File: src/rtl/csp_regs.svh
// Offsets, field positions, reset values and sizes of the command/status page
`ifndef CSP_REGS_SVH
`define CSP_REGS_SVH

// ****************************************
// Register offsets
// ****************************************
`define CSP_OFS_PAGE 6'h00
`define CSP_OFS_CMD 6'h01
`define CSP_OFS_DATA 6'h02
`define CSP_OFS_STATUS 6'h03
`define CSP_PAGE_STRIDE_MASK 6'h07

// ****************************************
// Reset values and masks
// ****************************************
`define CSP_PAGE_RESET 8'h80
`define CSP_PAGE_WR_MASK 8'h87
`define CSP_STATUS_RESET 8'h05
`define CSP_CMD_IDLE 6'h00

// ****************************************
// Field positions
// ****************************************
`define CSP_PAGE_EN_BIT 7
`define CSP_CMD_BUSY_BIT 7
`define CSP_ST_IRQ_BIT 3
`define CSP_ST_ERR_BIT 2
`define CSP_ST_HI_BIT 1
`define CSP_ST_LO_BIT 0

// ****************************************
// Buffer size
// ****************************************
`define CSP_BUF_DEPTH 64
`define CSP_BUF_WIDTH 8

`endif
File: src/rtl/csp_pkg.sv
// Types shared by the command/status page logic
package csp_pkg;

	// Page select register layout
	typedef struct packed {
		logic en;
		logic [3:0] rsv;
		logic [2:0] num;
	} csp_page_t;

	// Primary state register layout
	typedef struct packed {
		logic rsv;
		logic [2:0] linkState;
		logic irq;
		logic err;
		logic nearFull;
		logic nearEmpty;
	} csp_status_t;

	// Link state codes
	typedef enum logic [2:0] {
		CSP_LS_IDLE = 3'h0,
		CSP_LS_SEND_START = 3'h1,
		CSP_LS_SEND_PAYLOAD = 3'h2,
		CSP_LS_SEND_END = 3'h3,
		CSP_LS_RX_TRANSITION = 3'h4,
		CSP_LS_RX_DELAY_WAIT = 3'h5,
		CSP_LS_RX_ARMED = 3'h6,
		CSP_LS_RECEIVING = 3'h7
	} csp_link_state_t;

endpackage : csp_pkg

File: src/rtl/csp_byte_buffer.sv
// Circular byte buffer with occupancy count
`timescale 1ns/1ns
`default_nettype none

module csp_byte_buffer #(
	parameter int WIDTH = 8,
	parameter int DEPTH = 64,
	localparam int AW = $clog2(DEPTH)
) (
	input wire logic mclk, // System clock
	input wire logic rst, // Async reset, high
	input wire logic pushEn, // Write one entry
	input wire logic [WIDTH-1:0] pushData, // Entry to write
	input wire logic popEn, // Remove head entry
	output logic [WIDTH-1:0] headData, // Oldest entry
	output logic [AW:0] count // Entries held
);

	// Pointers wrap naturally, so depth must be a power of two
	if (DEPTH < 2 || (1 << AW) != DEPTH) begin : g_chk
		$error("csp_byte_buffer: DEPTH must be a power of two");
	end

	logic [WIDTH-1:0] mem [DEPTH];
	logic [AW-1:0] wrPtr_q, wrPtr_d, rdPtr_q, rdPtr_d;
	logic [AW:0] count_q, count_d;
	logic doPush, doPop;

	// Push to a full buffer and pop from an empty one are dropped
	always_comb begin
		doPush = pushEn && (count_q != (AW+1)'(DEPTH));
		doPop = popEn && (count_q != '0);
		wrPtr_d = doPush ? wrPtr_q + 1'b1 : wrPtr_q;
		rdPtr_d = doPop ? rdPtr_q + 1'b1 : rdPtr_q;
		count_d = count_q;
		if (doPush && !doPop) begin
			count_d = count_q + 1'b1;
		end else if (doPop && !doPush) begin
			count_d = count_q - 1'b1;
		end
	end

	// Pointer and count registers
	always_ff @(posedge mclk or posedge rst) begin
		if (rst) begin
			wrPtr_q <= '0;
			rdPtr_q <= '0;
			count_q <= '0;
		end else begin
			wrPtr_q <= wrPtr_d;
			rdPtr_q <= rdPtr_d;
			count_q <= count_d;
		end
	end

	// Storage has no reset; headData shows the entry at the read pointer even when the buffer is empty
	always_ff @(posedge mclk) begin
		if (doPush) begin
			mem[wrPtr_q] <= pushData;
		end
	end

	assign headData = mem[rdPtr_q];
	assign count = count_q;
endmodule : csp_byte_buffer

`default_nettype wire

File: src/rtl/csp_command_status.sv
// Page select, command, data port and primary state registers
// What this block does
// - Page register decoded at every multiple of eight, 00h to 38h; resets to 80h.
// - Page enable set: address bits 5..3 come from page number, low bits from pins.
// - Page enable clear: whole address comes from the internal address latch.
// - Command bit 7 reads 1 while interface detection runs, 0 once done.
// - Writing the six-bit command field starts it; reading returns running command.
// - One data port address pushes on write and pops on read of the buffer.
// - Link state bits 6..4: 0 idle, 1 start, 2 payload, 3 end of frame.
// - Link state 4 during receiver transitions, 5 during receive delay wait.
// - Link state 6 when receiver armed, 7 while receiving data.
// - Idle code means neither transmitter nor receiver active or holding data.
// - Status bit 3 set when any enabled interrupt source is requesting.
// - Status bit 2 is the OR of all error flags.
// - Near-full bit 1 set when depth minus count is at most threshold.
// - Near-empty bit 0 set when count is at most threshold.
// - Primary state register reads 05h after reset.
// - Buffer count rises on each data port write unless full or a pop lands in the same cycle, falls on each read unless empty or a push lands then.
`timescale 1ns/1ns
`default_nettype none
`include "csp_regs.svh"

module csp_command_status
	import csp_pkg::*;
#(
	parameter int BUF_DEPTH = `CSP_BUF_DEPTH,
	localparam int CW = $clog2(BUF_DEPTH) + 1
) (
	input wire logic mclk, // System clock, 100 MHz
	input wire logic rst, // Async reset, high
	input wire logic hostRd, // Host read strobe, one cycle
	input wire logic hostWr, // Host write strobe, one cycle
	input wire logic [2:0] hostAddrLow, // Low address bits, pins or latch
	input wire logic [5:0] hostAddrLatch, // Full internal address latch
	input wire logic [7:0] hostWrData, // Host write byte
	output logic [7:0] hostRdData, // Read byte
	output logic hostRdValid, // Read byte valid, one cycle
	output logic [5:0] extAddr, // Resolved address, other registers
	output logic extRd, // Read forwarded, one cycle
	output logic extWr, // Write forwarded, one cycle
	output logic [7:0] extWrData, // Forwarded write byte
	input wire logic host_if_detect_pending, // Interface detection running
	input wire logic [2:0] linkState, // Transmit/receive state code
	input wire logic [5:0] irqRequest, // Interrupt request flags
	input wire logic [5:0] irqEnable, // Interrupt mask bits
	input wire logic [7:0] errorFlags, // Error flag register
	input wire logic [5:0] thresholdLevel, // Buffer alert threshold
	input wire logic cmdDone, // Running command finished, pulse
	output logic [5:0] cmdCode, // Command now executing
	output logic cmdStart, // New command issued, one cycle
	input wire logic engPush, // Engine buffer write
	input wire logic [7:0] engPushData, // Engine byte to write
	input wire logic engPop, // Engine buffer read
	output logic [7:0] engPopData, // Byte taken by engine
	output logic [CW-1:0] bufCount // Bytes in buffer
);

	// ****************************************
	// Elaboration checks
	// ****************************************
	if (BUF_DEPTH < 2 || BUF_DEPTH > 128) begin : g_chk
		$error("csp_command_status: BUF_DEPTH must be 2 to 128");
	end

	// ****************************************
	// Address resolution
	// ****************************************
	csp_page_t page_q, page_d;
	logic [5:0] effAddr;
	logic anyAcc, hitPage, hitCmd, hitData, hitStatus, hitOwn;

	// Page number replaces the upper bits only when enabled
	always_comb begin
		if (page_q.en) begin
			effAddr = {page_q.num, hostAddrLow};
		end else begin
			effAddr = hostAddrLatch;
		end
		anyAcc = hostRd || hostWr;
		hitPage = (effAddr & `CSP_PAGE_STRIDE_MASK) == `CSP_OFS_PAGE;
		hitCmd = effAddr == `CSP_OFS_CMD;
		hitData = effAddr == `CSP_OFS_DATA;
		hitStatus = effAddr == `CSP_OFS_STATUS;
		hitOwn = hitPage || hitCmd || hitData || hitStatus;
	end

	// ****************************************
	// Page select register
	// ****************************************
	// Reserved bits are masked off so they always read zero
	always_comb begin
		page_d = page_q;
		if (hostWr && hitPage) begin
			page_d = csp_page_t'(hostWrData & `CSP_PAGE_WR_MASK);
		end
	end

	always_ff @(posedge mclk or posedge rst) begin
		if (rst) begin
			page_q <= csp_page_t'(`CSP_PAGE_RESET);
		end else begin
			page_q <= page_d;
		end
	end

	// ****************************************
	// Command register
	// ****************************************
	logic [5:0] cmdCode_q, cmdCode_d;
	logic cmdStart_q, cmdStart_d;

	// A new command written in the finishing cycle wins over the finish
	always_comb begin
		cmdCode_d = cmdCode_q;
		cmdStart_d = 1'b0;
		if (hostWr && hitCmd) begin
			cmdCode_d = hostWrData[5:0];
			cmdStart_d = 1'b1;
		end else if (cmdDone) begin
			cmdCode_d = `CSP_CMD_IDLE;
		end
	end

	always_ff @(posedge mclk or posedge rst) begin
		if (rst) begin
			cmdCode_q <= `CSP_CMD_IDLE;
			cmdStart_q <= 1'b0;
		end else begin
			cmdCode_q <= cmdCode_d;
			cmdStart_q <= cmdStart_d;
		end
	end

	assign cmdCode = cmdCode_q;
	assign cmdStart = cmdStart_q;

	// ****************************************
	// Data port and buffer
	// ****************************************
	logic bufPush, bufPop;
	logic [7:0] bufPushData, bufHead;
	logic [7:0] engPopData_q, engPopData_d;
	logic hostPush, hostPop;

	// Host wins when both push or both pop in one cycle; the engine's push or pop is then dropped
	always_comb begin
		hostPush = hostWr && hitData;
		hostPop = hostRd && hitData;
		bufPush = hostPush || engPush;
		bufPop = hostPop || engPop;
		bufPushData = hostPush ? hostWrData : engPushData;
		engPopData_d = engPopData_q;
		if (engPop && !hostPop) begin
			engPopData_d = bufHead;
		end
	end

	always_ff @(posedge mclk or posedge rst) begin
		if (rst) begin
			engPopData_q <= 8'h00;
		end else begin
			engPopData_q <= engPopData_d;
		end
	end

	assign engPopData = engPopData_q;

	csp_byte_buffer #(
		.WIDTH(`CSP_BUF_WIDTH),
		.DEPTH(BUF_DEPTH)
	) u_buf (
		.mclk(mclk),
		.rst(rst),
		.pushEn(bufPush),
		.pushData(bufPushData),
		.popEn(bufPop),
		.headData(bufHead),
		.count(bufCount)
	);

	// ****************************************
	// Primary state register
	// ****************************************
	csp_status_t status_q, status_d;
	logic [7:0] freeSpace;

	// Alerts compare against the registered count, one cycle behind access
	always_comb begin
		freeSpace = 8'(BUF_DEPTH) - 8'(bufCount);
		status_d.rsv = 1'b0;
		status_d.linkState = linkState;
		status_d.irq = |(irqRequest & irqEnable);
		status_d.err = |errorFlags;
		status_d.nearFull = freeSpace <= {2'b00, thresholdLevel};
		status_d.nearEmpty = 8'(bufCount) <= {2'b00, thresholdLevel};
	end

	always_ff @(posedge mclk or posedge rst) begin
		if (rst) begin
			status_q <= csp_status_t'(`CSP_STATUS_RESET);
		end else begin
			status_q <= status_d;
		end
	end

	// ****************************************
	// Read data and forwarding
	// ****************************************
	logic [7:0] rdData_q, rdData_d;
	logic rdValid_q, rdValid_d;
	logic [5:0] extAddr_q, extAddr_d;
	logic extRd_q, extRd_d, extWr_q, extWr_d;
	logic [7:0] extWrData_q, extWrData_d;

	// Accesses outside this page's four registers go to the rest of the chip
	always_comb begin
		rdData_d = rdData_q;
		rdValid_d = hostRd && hitOwn;
		if (hostRd) begin
			if (hitPage) begin
				rdData_d = page_q;
			end else if (hitCmd) begin
				rdData_d = {host_if_detect_pending, 1'b0, cmdCode_q};
			end else if (hitData) begin
				rdData_d = bufHead;
			end else if (hitStatus) begin
				rdData_d = status_q;
			end
		end
		extAddr_d = anyAcc ? effAddr : extAddr_q;
		extRd_d = hostRd && !hitOwn;
		extWr_d = hostWr && !hitOwn;
		extWrData_d = hostWr ? hostWrData : extWrData_q;
	end

	always_ff @(posedge mclk or posedge rst) begin
		if (rst) begin
			rdData_q <= 8'h00;
			rdValid_q <= 1'b0;
			extAddr_q <= 6'h00;
			extRd_q <= 1'b0;
			extWr_q <= 1'b0;
			extWrData_q <= 8'h00;
		end else begin
			rdData_q <= rdData_d;
			rdValid_q <= rdValid_d;
			extAddr_q <= extAddr_d;
			extRd_q <= extRd_d;
			extWr_q <= extWr_d;
			extWrData_q <= extWrData_d;
		end
	end

	assign hostRdData = rdData_q;
	assign hostRdValid = rdValid_q;
	assign extAddr = extAddr_q;
	assign extRd = extRd_q;
	assign extWr = extWr_q;
	assign extWrData = extWrData_q;
endmodule : csp_command_status

`default_nettype wire

File: config.mk
export PLATFORM = sky130hd
export DESIGN_NAME = csp_command_status
export DESIGN_NICKNAME = d
export VERILOG_FILES = /design/src/rtl/csp_pkg.sv /design/src/rtl/csp_byte_buffer.sv /design/src/rtl/csp_command_status.sv
export VERILOG_INCLUDE_DIRS = /design/src /design/src/rtl
export SDC_FILE = /design/constraint.sdc
export NUM_CORES = 1
export LEC_CHECK = 0
export BUFFER_PORTS_ARGS = -buffer_cell sky130_fd_sc_hd__buf_2
export CORE_MARGIN = 10
export CORE_UTILIZATION = 50
export DETAILED_ROUTE_END_ITERATION = 10
export PLACE_DENSITY = 0.67
export SYNTH_ARGS = -nofsm -noshare
export SYNTH_HDL_FRONTEND = slang
export SYNTH_HIERARCHICAL = 1
export SYNTH_SLANG_ARGS = --single-unit
File: constraint.sdc
create_clock -name mclk -period 4 [get_ports mclk]
set_input_delay 0.6 -clock mclk [delete_from_list [all_inputs] [get_ports mclk]]
set_output_delay 0.6 -clock mclk [all_outputs]
set_load 0.01 [all_outputs]
==> results.sh <==
export IMPL_highest_signal_layer="met4"
export IMPL_gp_congestion=0.890
export IMPL_p_leak_nw=9.60
export IMPL_grt_pass1_wl_mm=81.6
export IMPL_internal_power_w=0.0122
export IMPL_cts_hold_buf=0
export IMPL_wl_met1_mm=22.1
export IMPL_synth_area_per_cell_um2=18.0
export IMPL_vias=12755
export IMPL_portBuffers=108
export IMPL_finalCritPeriodShare_pct=91.4
export IMPL_synth_nets=1401
export IMPL_n_antenna_cell=0
export IMPL_synth_area_um2=23800
export IMPL_cts_tree="yes"
export IMPL_synthDistinctLibCells=63
export IMPL_tns_ps=0
export IMPL_nets=1609
export IMPL_core_area_um2=46800
export IMPL_async_flop_share_pct=12.0
export IMPL_required_ps=4480
export IMPL_final_cells=2178
export IMPL_p_total_w=0.0179
export IMPL_yosysWarningCount=6
export IMPL_cts_sinks=582
export IMPL_drt_iter0_drc=1019
export IMPL_clk_path_buf_depth=3
export IMPL_cpLargestDelayFamily="compound AO/OA/AOI/OAI gates"
export IMPL_start_util_pct=50.9
export IMPL_track_usage_pct=19.0
export IMPL_powerDensity_nw_per_um2=654
export IMPL_crit_type="flop to flop"
export IMPL_wl_met3_mm=4.15
export IMPL_hold_path_class="input pin to flop"
export IMPL_start_kind="flop"
export IMPL_rsz0062_at_grt="false"
export IMPL_grt_max_degree=65
export IMPL_critPathMaxStageDelay_ps=720
export IMPL_cts_root_buf="clkbuf_16"
export IMPL_relSlewSlack_pct=30.7
export IMPL_hpwl_mm=35.2
export IMPL_drv_cap=0
export IMPL_cp_slowest_cell="dfstp_4"
export IMPL_dr_pass1_iters=5
export IMPL_io_pins=109
export IMPL_syn_inst=1318
export IMPL_fp_row_count=79
export IMPL_fmax_mhz=273
export IMPL_fin_crit_ps=3660
export IMPL_seqPwrFrac_pct=42.2
export IMPL_grt_pass1_vias=13102
export IMPL_drt_total_wl_mm=54.0
export IMPL_grt_antenna_before_repair=0
export IMPL_hold_viol_final=0
export IMPL_peakVddDrop_mv=0.388
export IMPL_clk_pin_slew_worst_paths_ps=60
export IMPL_worst_pin_slew_ps=1040
export IMPL_finalSetupViolations=0
export IMPL_cp_end_kind="flop"
export IMPL_drc_errors=0
export IMPL_cts_buffers=56
export IMPL_p_sw_w=0.00569
export IMPL_fill_cells=3448
export IMPL_drive_above_1_share_pct=27.6
export IMPL_grt_overflow=0
export IMPL_clkPwrFrac_pct=27.8
export IMPL_skew_ps=15.3
export IMPL_antenna_left=0
export IMPL_synth_seq_cells=582
export IMPL_cts_resized=0
export IMPL_die_width_um=238
export IMPL_dieArea_um2=56700
export IMPL_viasPerCell=5.86
export IMPL_cts_htree_levels=2
export IMPL_dp_cells=2075
export IMPL_fp_dieH_um=238
export IMPL_path_buf_inv=3
export IMPL_status="finished clean"
export IMPL_ff2ff_setup_slack_ps=340
export IMPL_wl_per_cell_um=24.8
export IMPL_postCtsSetupBuffers=0
export IMPL_met2_length_mm=26.0
export IMPL_slew_violations=0
export IMPL_arrival_ps=4140
export IMPL_synth_edf_count=512
export IMPL_synthFlopType="edfxtp_1"
export IMPL_yosysSeqAreaShare_pct=72.0
export IMPL_worst_path_max_fanout=14
export IMPL_clk_latency_ps=600
export IMPL_synthToLayoutAreaGrowth_pct=14.9
export IMPL_p_sw_share_pct=31.8
export IMPL_pwr_share_comb_pct=30.0
export IMPL_crit_chain="nor4b_2 > o22a_1 > buf_4 > a21o_1 > o21a_1 > inv_1 > ha_1 > inv_1 > ha_1 > a21o_1 > a21oi_1 > nand4b_1 > nand3_1 > xor2_1"
[cells in the mapped netlist, types with 7 or more instances]
cell      count  area share, %
ha_1         20            1.1
nand3b_1      9           0.28
edfxtp_1    512             65
nand2_1      43           0.68
a21oi_1      15           0.32
o21ai_1      10           0.21
buf_2        21           0.44
nor2b_1       7           0.18
o21ai_0      25           0.53
mux2i_1     100            4.2
nand3_1      16           0.34
inv_1        24           0.38
buf_6         7           0.33
o22ai_1      32           0.84
buf_4        11           0.35
and4_1        7           0.26
nor2_1       93            1.5
a21o_1       10           0.32
a211oi_1     28           0.88
dfrtp_1      67            7.0
mux4_2       93            8.8
clkbuf_1     20           0.32
xnor2_1      12           0.44
mux2_1       29            1.4
a22oi_1      14           0.44
[per-layer routing]
metal / GRT usage, % / up-vias
met2: 31.0 / 470
met3: 3.57 / 100
li1: - / 5677
met1: 25.1 / 6508
met5: 0 / -
met4: 7.17 / 0
[area by class of cell]
| class | count | area, um^2 | area share, % |
|---|---|---|---|
| Clock buffer | 68 | 1490 | 5.44 |
| Clock inverter | 35 | 236 | 0.865 |
| Inverter | 26 | 97.6 | 0.357 |
| Multi-Input combinational cell | 646 | 6180 | 22.6 |
| Sequential cell | 582 | 17100 | 62.7 |
| Tap cell | 607 | 759 | 2.78 |
| Timing Repair Buffer | 214 | 1440 | 5.25 |
[worst paths after layout]
kind,startpoint,endpoint,cells after the start
hold reg to reg,engPopData[2],engPopData[2],1
hold / removal,linkState[2],status_q[6],1
max in group asynchronous,rst,extWrData[4],2
min in group asynchronous,rst,u_buf/count[6],2
setup reg to reg,page_q[7],u_buf/count[6],14
setup / recovery,page_q[7],u_buf/count[6],14
[cells by family (layout without fill, tap and decap cells)]
| family | Yosys count | after routing | synth area share [%] |
|---|---|---|---|
| flip-flops | 582 | 582 | 72.0 |
| multiplexers | 230 | 230 | 15.1 |
| AND/OR/NAND/NOR | 219 | 219 | 4.61 |
| AO/OA/AOI/OAI | 158 | 158 | 4.44 |
| buffers and inverters | 90 | 343 | 2.06 |
| adder cells (fa/ha/maj) | 21 | 21 | 1.14 |
| XOR/XNOR | 18 | 18 | 0.663 |
[power by group through the flow]
stage	Combinational (W)	Sequential [W]	Clock, W
final	0.00537	0.00755	0.00497
after global routing	0.00577	0.00760	0.00530
after CTS	0.00541	0.00754	0.00507
after detailed placement	0.00539	0.00766	0
after global placement	0.00529	0.00765	0
after floorplan	0.00373	0.00748	0
[flip-flops by register name, summed over array words and instances, names as in the netlist, 7 cells and up]
name and count:
engPopData 8, hostRdData 8, status_q 7, u_buf/mem 512, u_buf/count 7, extWrData 8
[stage by stage]
| step | hold slack, ps | cell area, um^2 | util (%) | worst slack, ps |
|---|---|---|---|---|
| floorplan | 478 | 23800 | - | 445 |
| global placement | 465 | 25600 | 54.8 | 385 |
| detailed placement | 472 | 25600 | 54.8 | 321 |
| CTS | 73.0 | 27300 | 58.5 | 299 |
| global route | 95.8 | 27300 | 58.5 | 31.5 |
| finish | 102 | 27300 | 58.5 | 343 |
[cells in the final DEF (no fill, tap or decap), drive strengths merged, types with 32 or more instances in the layout]
| cell type | n |
|---|---|
| o21ai | 41 |
| dfrtp | 67 |
| clkbuf | 68 |
| mux4 | 98 |
| o22ai | 32 |
| buf | 214 |
| nand2 | 45 |
| mux2i | 100 |
| mux2 | 32 |
| edfxtp | 512 |
| nor2 | 93 |
Power figures use the tool's default switching activity.
